[src/ltssm_ctrl_pkg.sv]
// Constants, register map and types for the link training control block.
// Assumes a 100 MHz aclk and an AXI4-Lite master with 32-bit data.
package ltssm_ctrl_pkg;

  localparam int ADDR_W = 12;
  localparam logic [11:0] OFF_CTRL = 12'h000;
  localparam logic [11:0] OFF_REQ = 12'h004;
  localparam logic [11:0] OFF_STATUS = 12'h008;

  localparam logic [1:0] RESP_OKAY = 2'h0;
  localparam logic [1:0] RESP_SLVERR = 2'h2;

  // Status word layout
  localparam int ST_STATE_LSB = 0;
  localparam int ST_IDLE_BIT = 4;
  localparam int ST_BEACON_BIT = 5;
  localparam int ST_FTS_BIT = 6;
  localparam int ST_SCR_EN_BIT = 7;
  localparam int ST_DETECT_LSB = 8;
  localparam int ST_LINKED_LSB = 16;

  localparam int CTRL_W = 9;
  localparam int REQ_W = 11;

  localparam int CLK_PERIOD_NS = 10;
  localparam int HOT_RESET_NS = 1000;
  // Least time, so round up
  localparam int HOT_RESET_CYCLES = (HOT_RESET_NS + CLK_PERIOD_NS - 1) / CLK_PERIOD_NS;

  // Order gives the reported state code, Detect first
  typedef enum logic [3:0] {
    ST_DETECT, ST_POLLING, ST_CONFIG, ST_L0, ST_L0S, ST_L1, ST_L2,
    ST_RECOVERY, ST_LOOPBACK, ST_HOT_RESET, ST_DISABLED
  } ltssm_state_t;

  // Level controls, bit 0 is bypass
  typedef struct packed {
    logic standby_fts;
    logic tx_standby;
    logic beacon;
    logic scramble_off;
    logic force_scr_off;
    logic force_detect;
    logic force_idle;
    logic force_linked;
    logic bypass;
  } ctrl_t;

  localparam ctrl_t CTRL_RESET = '0;

  // One-shot transition requests, bit 0 is go-to-disabled
  typedef struct packed {
    logic [3:0] loopback;
    logic goto_config;
    logic goto_recovery;
    logic goto_l2;
    logic goto_l1;
    logic goto_hot_reset;
    logic goto_detect;
    logic goto_disabled;
  } req_t;

  localparam req_t REQ_RESET = '0;

endpackage

[src/link_training_state_control.sv]
// Link training state machine with its control and status port.
// Assumes an AXI4-Lite master on aclk; force pins and PHY status are asynchronous.
// Summary of operation
// - Bypass input forces training straight to L0
// - Force-linked puts every lane in linked state
// - Force idle acts as detected electrical idle
// - Force detect reports receivers while in Detect
// - Force scrambler off disables packet scrambling
// - Beacon request level makes device send beacon
// - Scramble-off request sets TS1/TS2 disable bit
// - Disabled request honoured in Configuration or Recovery
// - Detect request honoured in L2 or Disabled
// - Hot reset request honoured in Recovery only
// - Standby request enters L0s only from L0
// - Fast training request in L0s sends FTS
// - L1 request honoured only from L0
// - L2 request honoured only from L0
// - Loopback request honoured in Configuration or Recovery
// - Recovery request honoured from L0, L0s, L1
// - Configuration request honoured only from Recovery
// - Current state reported as 4-bit code
//
// Design decisions made here: the register offsets and register access over AXI4-Lite.
`timescale 1ns/1ns
`default_nettype none

module link_training_state_control #(
  parameter int LANES = 4
) (
  input wire logic aclk,
  input wire logic aresetn,
  input wire logic [11:0] awaddr,
  input wire logic [2:0] awprot,
  input wire logic awvalid,
  output logic awready,
  input wire logic [31:0] wdata,
  input wire logic [3:0] wstrb,
  input wire logic wvalid,
  output logic wready,
  output logic [1:0] bresp,
  output logic bvalid,
  input wire logic bready,
  input wire logic [11:0] araddr,
  input wire logic [2:0] arprot,
  input wire logic arvalid,
  output logic arready,
  output logic [31:0] rdata,
  output logic [1:0] rresp,
  output logic rvalid,
  input wire logic rready,
  input wire logic train_bypass,
  input wire logic force_linked,
  input wire logic force_rx_idle_detect,
  input wire logic force_rx_detect,
  input wire logic force_scrambler_off,
  input wire logic scramble_off_request,
  input wire logic goto_disabled_request,
  input wire logic [LANES-1:0] phy_rx_present,
  input wire logic phy_rx_elec_idle,
  input wire logic train_step,
  output logic [3:0] ltssm_state,
  output logic [LANES-1:0] lane_linked,
  output logic [LANES-1:0] rx_detected,
  output logic rx_idle_detected,
  output logic scrambler_enable,
  output logic tx_beacon,
  output logic ts_scramble_disable,
  output logic tx_fts
);

  localparam int NASYNC = 8 + LANES;

  ltssm_ctrl_pkg::ctrl_t ctrl_q;
  ltssm_ctrl_pkg::req_t req_q;
  ltssm_ctrl_pkg::ltssm_state_t st_q, st_d;
  logic [NASYNC-1:0] async_in, meta_q, sync_q;
  logic bypass_s, linked_s, idle_s, detect_s, scr_off_s, ts_off_s, dis_pin_s, elec_idle_s;
  logic [LANES-1:0] present_s, present_eff;
  logic bypass_eff, linked_eff, idle_eff, scr_off_eff, ts_off_eff, dis_req;
  logic [15:0] hr_cnt_q;
  logic hr_done;
  logic aw_held_q, w_held_q, bvalid_q, rvalid_q;
  logic [11:0] awaddr_q;
  logic [31:0] wdata_q, rdata_q, ctrl_merged, req_merged;
  logic [3:0] wstrb_q;
  logic [1:0] bresp_q, rresp_q;
  logic do_write;
  logic [31:0] status_word;
  logic [3:0] state_q;
  logic [LANES-1:0] linked_q, detected_q;
  logic idle_q, scr_en_q, beacon_q, ts_bit_q, fts_q;

  // Async pins into the clock domain, two flops each
  assign async_in = {phy_rx_present, phy_rx_elec_idle, goto_disabled_request,
                     scramble_off_request, force_scrambler_off, force_rx_detect,
                     force_rx_idle_detect, force_linked, train_bypass};

  genvar gi;
  generate
    for (gi = 0; gi < NASYNC; gi++) begin : g_sync
      always_ff @(posedge aclk) begin
        if (!aresetn) begin
          meta_q[gi] <= 1'b0;
          sync_q[gi] <= 1'b0;
        end else begin
          meta_q[gi] <= async_in[gi];
          sync_q[gi] <= meta_q[gi];
        end
      end
    end
  endgenerate

  assign bypass_s = sync_q[0];
  assign linked_s = sync_q[1];
  assign idle_s = sync_q[2];
  assign detect_s = sync_q[3];
  assign scr_off_s = sync_q[4];
  assign ts_off_s = sync_q[5];
  assign dis_pin_s = sync_q[6];
  assign elec_idle_s = sync_q[7];
  assign present_s = sync_q[NASYNC-1:8];

  // Pin and register controls are equivalent
  assign bypass_eff = bypass_s | ctrl_q.bypass;
  assign linked_eff = linked_s | ctrl_q.force_linked;
  assign idle_eff = idle_s | ctrl_q.force_idle | elec_idle_s;
  assign scr_off_eff = scr_off_s | ctrl_q.force_scr_off;
  assign ts_off_eff = ts_off_s | ctrl_q.scramble_off;
  assign dis_req = dis_pin_s | req_q.goto_disabled;
  // Forced presence only counts in Detect
  assign present_eff = present_s |
      {LANES{(detect_s | ctrl_q.force_detect) && st_q == ltssm_ctrl_pkg::ST_DETECT}};

  assign hr_done = hr_cnt_q == 16'(ltssm_ctrl_pkg::HOT_RESET_CYCLES - 1);

  // Requests are acted on only in their own states, otherwise dropped
  always_comb begin
    st_d = st_q;
    if (bypass_eff) begin
      st_d = ltssm_ctrl_pkg::ST_L0;
    end else begin
      unique case (st_q)
        ltssm_ctrl_pkg::ST_DETECT: begin
          if (|present_eff) st_d = ltssm_ctrl_pkg::ST_POLLING;
        end
        ltssm_ctrl_pkg::ST_POLLING: begin
          if (train_step) st_d = ltssm_ctrl_pkg::ST_CONFIG;
        end
        ltssm_ctrl_pkg::ST_CONFIG: begin
          if (dis_req) st_d = ltssm_ctrl_pkg::ST_DISABLED;
          else if (|req_q.loopback) st_d = ltssm_ctrl_pkg::ST_LOOPBACK;
          else if (train_step) st_d = ltssm_ctrl_pkg::ST_L0;
        end
        ltssm_ctrl_pkg::ST_L0: begin
          if (req_q.goto_recovery || idle_eff) st_d = ltssm_ctrl_pkg::ST_RECOVERY;
          else if (req_q.goto_l1) st_d = ltssm_ctrl_pkg::ST_L1;
          else if (req_q.goto_l2) st_d = ltssm_ctrl_pkg::ST_L2;
          else if (ctrl_q.tx_standby) st_d = ltssm_ctrl_pkg::ST_L0S;
        end
        ltssm_ctrl_pkg::ST_L0S: begin
          if (req_q.goto_recovery) st_d = ltssm_ctrl_pkg::ST_RECOVERY;
          else if (!ctrl_q.tx_standby && !ctrl_q.standby_fts) st_d = ltssm_ctrl_pkg::ST_L0;
        end
        ltssm_ctrl_pkg::ST_L1: begin
          if (req_q.goto_recovery || !idle_eff) st_d = ltssm_ctrl_pkg::ST_RECOVERY;
        end
        ltssm_ctrl_pkg::ST_L2: begin
          if (req_q.goto_detect) st_d = ltssm_ctrl_pkg::ST_DETECT;
        end
        ltssm_ctrl_pkg::ST_RECOVERY: begin
          if (dis_req) st_d = ltssm_ctrl_pkg::ST_DISABLED;
          else if (req_q.goto_hot_reset) st_d = ltssm_ctrl_pkg::ST_HOT_RESET;
          else if (req_q.goto_config) st_d = ltssm_ctrl_pkg::ST_CONFIG;
          else if (|req_q.loopback) st_d = ltssm_ctrl_pkg::ST_LOOPBACK;
          else if (train_step) st_d = ltssm_ctrl_pkg::ST_L0;
        end
        ltssm_ctrl_pkg::ST_LOOPBACK: begin
          if (train_step) st_d = ltssm_ctrl_pkg::ST_DETECT;
        end
        ltssm_ctrl_pkg::ST_HOT_RESET: begin
          if (hr_done) st_d = ltssm_ctrl_pkg::ST_DETECT;
        end
        ltssm_ctrl_pkg::ST_DISABLED: begin
          if (req_q.goto_detect) st_d = ltssm_ctrl_pkg::ST_DETECT;
        end
        default: st_d = ltssm_ctrl_pkg::ST_DETECT;
      endcase
    end
  end

  always_ff @(posedge aclk) begin
    if (!aresetn) st_q <= ltssm_ctrl_pkg::ST_DETECT;
    else st_q <= st_d;
  end

  always_ff @(posedge aclk) begin
    if (!aresetn || st_q != ltssm_ctrl_pkg::ST_HOT_RESET) hr_cnt_q <= '0;
    else if (!hr_done) hr_cnt_q <= hr_cnt_q + 16'h0001;
  end

  // Registered PHY-facing outputs
  always_ff @(posedge aclk) begin
    if (!aresetn) begin
      state_q <= 4'h0;
      linked_q <= '0;
      detected_q <= '0;
      idle_q <= 1'b0;
      scr_en_q <= 1'b1;
      beacon_q <= 1'b0;
      ts_bit_q <= 1'b0;
      fts_q <= 1'b0;
    end else begin
      state_q <= st_d;
      linked_q <= {LANES{linked_eff || st_d == ltssm_ctrl_pkg::ST_L0}};
      detected_q <= present_eff;
      idle_q <= idle_eff;
      scr_en_q <= !scr_off_eff;
      beacon_q <= ctrl_q.beacon;
      ts_bit_q <= ts_off_eff;
      fts_q <= ctrl_q.standby_fts && st_d == ltssm_ctrl_pkg::ST_L0S;
    end
  end

  assign ltssm_state = state_q;
  assign lane_linked = linked_q;
  assign rx_detected = detected_q;
  assign rx_idle_detected = idle_q;
  assign scrambler_enable = scr_en_q;
  assign tx_beacon = beacon_q;
  assign ts_scramble_disable = ts_bit_q;
  assign tx_fts = fts_q;

  // AXI4-Lite write: address and data taken in either order
  assign awready = !aw_held_q && !bvalid_q;
  assign wready = !w_held_q && !bvalid_q;
  assign do_write = aw_held_q && w_held_q && !bvalid_q;

  always_ff @(posedge aclk) begin
    if (!aresetn) begin
      aw_held_q <= 1'b0;
      w_held_q <= 1'b0;
      awaddr_q <= '0;
      wdata_q <= '0;
      wstrb_q <= '0;
    end else begin
      if (awvalid && awready) begin
        aw_held_q <= 1'b1;
        awaddr_q <= awaddr;
      end else if (do_write) begin
        aw_held_q <= 1'b0;
      end
      if (wvalid && wready) begin
        w_held_q <= 1'b1;
        wdata_q <= wdata;
        wstrb_q <= wstrb;
      end else if (do_write) begin
        w_held_q <= 1'b0;
      end
    end
  end

  function automatic logic [31:0] merge(input logic [31:0] old, input logic [31:0] nw,
                                        input logic [3:0] strb);
    logic [31:0] res;
    res = old;
    for (int b = 0; b < 4; b++) begin
      if (strb[b]) res[8*b +: 8] = nw[8*b +: 8];
    end
    return res;
  endfunction

  assign ctrl_merged = merge(32'(ctrl_q), wdata_q, wstrb_q);
  assign req_merged = merge(32'h0, wdata_q, wstrb_q);

  always_ff @(posedge aclk) begin
    if (!aresetn) begin
      ctrl_q <= ltssm_ctrl_pkg::CTRL_RESET;
    end else if (do_write && awaddr_q[11:2] == ltssm_ctrl_pkg::OFF_CTRL[11:2]) begin
      ctrl_q <= ltssm_ctrl_pkg::ctrl_t'(ctrl_merged[ltssm_ctrl_pkg::CTRL_W-1:0]);
    end
  end

  // Requests live one cycle, so a mismatched one is lost
  always_ff @(posedge aclk) begin
    if (!aresetn) begin
      req_q <= ltssm_ctrl_pkg::REQ_RESET;
    end else if (do_write && awaddr_q[11:2] == ltssm_ctrl_pkg::OFF_REQ[11:2]) begin
      req_q <= ltssm_ctrl_pkg::req_t'(req_merged[ltssm_ctrl_pkg::REQ_W-1:0]);
    end else begin
      req_q <= ltssm_ctrl_pkg::REQ_RESET;
    end
  end

  always_ff @(posedge aclk) begin
    if (!aresetn) begin
      bvalid_q <= 1'b0;
      bresp_q <= ltssm_ctrl_pkg::RESP_OKAY;
    end else if (do_write) begin
      bvalid_q <= 1'b1;
      bresp_q <= (awaddr_q[11:2] == ltssm_ctrl_pkg::OFF_CTRL[11:2] ||
                  awaddr_q[11:2] == ltssm_ctrl_pkg::OFF_REQ[11:2]) ?
                 ltssm_ctrl_pkg::RESP_OKAY : ltssm_ctrl_pkg::RESP_SLVERR;
    end else if (bready) begin
      bvalid_q <= 1'b0;
    end
  end

  assign bvalid = bvalid_q;
  assign bresp = bresp_q;

  always_comb begin
    status_word = '0;
    status_word[ltssm_ctrl_pkg::ST_STATE_LSB +: 4] = st_q;
    status_word[ltssm_ctrl_pkg::ST_IDLE_BIT] = idle_q;
    status_word[ltssm_ctrl_pkg::ST_BEACON_BIT] = beacon_q;
    status_word[ltssm_ctrl_pkg::ST_FTS_BIT] = fts_q;
    status_word[ltssm_ctrl_pkg::ST_SCR_EN_BIT] = scr_en_q;
    status_word[ltssm_ctrl_pkg::ST_DETECT_LSB +: LANES] = detected_q;
    status_word[ltssm_ctrl_pkg::ST_LINKED_LSB +: LANES] = linked_q;
  end

  // Read: one answer outstanding, request register reads as zero
  assign arready = !rvalid_q;

  always_ff @(posedge aclk) begin
    if (!aresetn) begin
      rvalid_q <= 1'b0;
      rdata_q <= '0;
      rresp_q <= ltssm_ctrl_pkg::RESP_OKAY;
    end else if (arvalid && arready) begin
      rvalid_q <= 1'b1;
      rresp_q <= ltssm_ctrl_pkg::RESP_OKAY;
      if (araddr[11:2] == ltssm_ctrl_pkg::OFF_CTRL[11:2]) rdata_q <= 32'(ctrl_q);
      else if (araddr[11:2] == ltssm_ctrl_pkg::OFF_REQ[11:2]) rdata_q <= '0;
      else if (araddr[11:2] == ltssm_ctrl_pkg::OFF_STATUS[11:2]) rdata_q <= status_word;
      else begin
        rdata_q <= '0;
        rresp_q <= ltssm_ctrl_pkg::RESP_SLVERR;
      end
    end else if (rready) begin
      rvalid_q <= 1'b0;
    end
  end

  assign rvalid = rvalid_q;
  assign rdata = rdata_q;
  assign rresp = rresp_q;
endmodule

`default_nettype wire

[config.mk]
export PLATFORM = sky130hd
export DESIGN_NAME = link_training_state_control
export DESIGN_NICKNAME = d
export VERILOG_FILES = /design/src/ltssm_ctrl_pkg.sv /design/src/link_training_state_control.sv
export SDC_FILE = /design/constraint.sdc
export NUM_CORES = 1
export LEC_CHECK = 0
export BUFFER_PORTS_ARGS = -buffer_cell sky130_fd_sc_hd__buf_4
export CORE_UTILIZATION = 50
export CTS_BUF_LIST = sky130_fd_sc_hd__clkbuf_16
export CTS_CLUSTER_DIAMETER = 80
export DETAILED_ROUTE_END_ITERATION = 10
export GPL_ROUTABILITY_DRIVEN = 1
export PLACE_DENSITY = 0.81
export SYNTH_ARGS = -nofsm -noshare
export SYNTH_HDL_FRONTEND = slang
export SYNTH_SLANG_ARGS = --single-unit
[constraint.sdc]
create_clock -name aclk -period 5.25 [get_ports aclk]
set_input_delay 1.05 -clock aclk [delete_from_list [all_inputs] [get_ports aclk]]
set_output_delay 1.05 -clock aclk [all_outputs]
set_load 0.005 [all_outputs]
==> results.py <==
metrics = {
    "critical_path": {
        "path_class": "reg2out",
        "r2r-start": "ltssm_state[1]",
        "crit_buf_inv": 1,
        "timing.rr.end": "tx_fts",
        "path_cells": "buf_4",
        "path_delay_family": "flip-flops",
        "endpoint_kind": "primary output",
        "reg2reg_depth": 5,
        "cpMaxStageDelayCell": "dfxtp_1",
        "critPathMaxFanout": 16,
        "cp.arrival_ns": 1.37,
        "crit_required_ns": 4.20,
        "startpoint_type": "flop",
        "max_stage_delay_ns": 0.73,
        "regToRegSetupSlack_ns": 2.95,
    },
    "timing": {
        "tns_ns": 0,
        "min_period_over_period_pct": 46.0,
        "report.final.slew_viol_count": 0,
        "fmax_mhz": 414,
        "fin_skew_ns": 0.0133,
        "hold_viol": 0,
        "setup_viol": 0,
        "slew_headroom_pct": 52.6,
        "worstMarginPinSlew_ns": 0.706,
        "layout_min_cycle_time_ns": 2.42,
        "rsz0062_at_grt": "false",
    },
    "cts": {
        "clockBufferDepth": 2,
        "hold_buffers": 0,
        "cts-root-buf": "clkbuf_16",
        "path_clk_slew_ns": 0.06,
        "cts_tree": "done",
        "htree_levels": 4,
        "cts.sinks": 116,
        "post-cts-setup-buffer-count": 0,
        "cts_buffers": 17,
        "clock_latency_ns": 0.41,
        "cts_resized": 0,
    },
    "route": {
        "wl_mm": 10.5,
        "antenna_left": 0,
        "firstDrtPassIters": 10,
        "wl_met1_mm": 4.44,
        "highest_layer": "met4",
        "drt-initial-drc-count": 291,
        "wl_met3_um": 637,
        "vias": 3904,
        "drc": 1,
        "via_per_inst": 5.39,
        "wire_per_inst_um": 14.5,
        "met2_length_mm": 5.20,
    },
    "place": {
        "io_buffers": 92,
        "place_congestion": 0.848,
        "hpwl_mm": 7.14,
        "placed_cells": 692,
    },
    "die": {
        "die_w_um": 98.2,
        "ioPinCount": 144,
        "die-area_um2": 9650,
        "num_rows": 34,
        "die_h_um": 98.2,
        "coreArea_um2": 8850,
        "initial_utilization_pct": 52.3,
    },
    "layout": {
        "fin_cells": 724,
        "final_nets": 690,
        "drive_gt1_share_pct": 21.6,
        "finish.utilization_pct": 66.5,
        "n_antenna_cell": 0,
        "syn2layout_area_growth_pct": 27.1,
    },
    "global_routing": {
        "grt_pass1_wl_mm": 17.4,
        "grtUsageTotal_pct": 23.0,
        "grt_pass1_vias": 3663,
        "grt_max_degree": 53,
        "antenna_found_initial": 0,
        "grt-ovfl-total": 0,
    },
    "synth": {
        "netlist-cell-type-count": 60,
        "synthArstFlopShare_pct": 0,
        "synth-seq-area-share_pct": 50.1,
        "ys_warn_count": 0,
        "synth_ff_type": "dfxtp_1",
        "yosysTopAreaCell": "dfxtp_1",
        "syn_area_um2": 4630,
        "netlist.area_leader.share_pct": 50.1,
        "synth_most_common_cell": "dfxtp_1",
        "synth_cells": 519,
        "ys_ff_latch": 116,
        "syn_avg_cell_area_um2": 8.92,
        "synth_area_leaders": "dfxtp_1 (50%), nor2_1 (5.9%), nand2_1 (4.8%)",
        "synth-edff-count": 0,
        "ys_top_cells_by_count": "dfxtp_1 (116), nor2_1 (73), nand2_1 (59)",
    },
    "outcome": {
        "outcome": "complete, but fails checks",
        "violations": "design-rule violations",
    },
    "pwr": {
        "cellPowerDensity_nw_per_um2": 392,
        "leakage_nw": 2.49,
        "ir_drop_v": 0.000265,
    },
    "hold_path": {
        "hp-class": "reg2reg",
        "whs_path_depth": 1,
        "min_to": "scrambler_enable",
        "hp-start": "scr_off_s",
    },
    "job": {
        "maxCapViolations": 0,
    },
}
## state kept, by name, indices dropped and copies added, names as in the netlist, 4 cells and up
register,count
hr_cnt_q,16
meta_q,12
ctrl_q,9
ltssm_state,4
req_q,11
present_s,4
awaddr_q,10
wdata_q,11
rdata,13
rx_detected,4
## metal layers
layer	vias to the layer above	global-route usage (%)
met5	-	0
met4	0	10.4
met3	29	6.87
met2	158	38.4
met1	1812	27.3
li1	1905	-
## metrics by stage
step           hold slack, ns  power [W]  setup WS [ns]  instance area (um^2)
2_1_floorplan           0.388    0.00106           3.08                  4690
3_3_place_gp            0.401    0.00112           2.63                  5270
5_1_grt                 0.451    0.00239           2.73                  5890
6_report                0.427    0.00231           2.83                  5890
3_5_place_dp            0.407    0.00112           2.56                  5270
4_1_cts                 0.429    0.00232           2.86                  5890
## layout make-up
type,instances,area [um^2]
fill,689,2960
multi-input combinational,365,2070
timing repair buffer,94,706
inverter,9,33.8
clock inverter,15,193
sequential,116,2320
clock buffer,17,425
tap,108,135
## worst max-delay path by stage
stage | endpoint | from | cells after the start
2_1_floorplan | rdata[10] | araddr[5] | 5
3_3_place_gp | rdata[18] | araddr[5] | 6
3_5_place_dp | rdata[18] | araddr[5] | 6
4_1_cts | ltssm_state[0] | ltssm_state[0] | 1
5_1_grt | rdata[18] | araddr[4] | 6
6_report | ltssm_state[1] | ltssm_state[1] | 1
## power by group
part | switching, W | leakage [nW] | total [W] | internal, W
registers | 0.0000317 | 0.946 | 0.000943 | 0.000911
logic | 0.0000820 | 1.24 | 0.000166 | 0.0000841
clock network | 0.000439 | 0.307 | 0.00120 | 0.000760
total | 0.000552 | 2.49 | 0.00231 | 0.00176
## kinds of logic after synthesis
group | share of synthesized area, %
simple gates | 25.1
flops | 50.1
compound gates | 11.3
buf+inv | 6.51
mux | 4.11
xor+xnor | 2.46
fa+ha+maj | 0.270
other cells | 0.0810
## cell usage in the layout, fill, tap and decap left out, types with 3 or more instances in the layout
cell type / instances
conb_1: 18
or4_1: 4
and3_1: 16
inv_1: 10
xnor2_1: 9
a31oi_1: 3
a22oi_1: 4
nor2b_1: 4
and2_1: 28
inv_6: 7
xor2_1: 4
buf_4: 94
nand2_1: 59
nor2_1: 73
nor3b_1: 5
nand2b_1: 4
o21ai_0: 9
bufinv_16: 3
nand3_1: 6
nor3_1: 8
dfxtp_1: 116
mux2i_1: 19
a21oi_1: 40
nand4_1: 4
clkinv_4: 3
clkbuf_16: 17
nor4_1: 8
(Power assumes the default switching activity.)
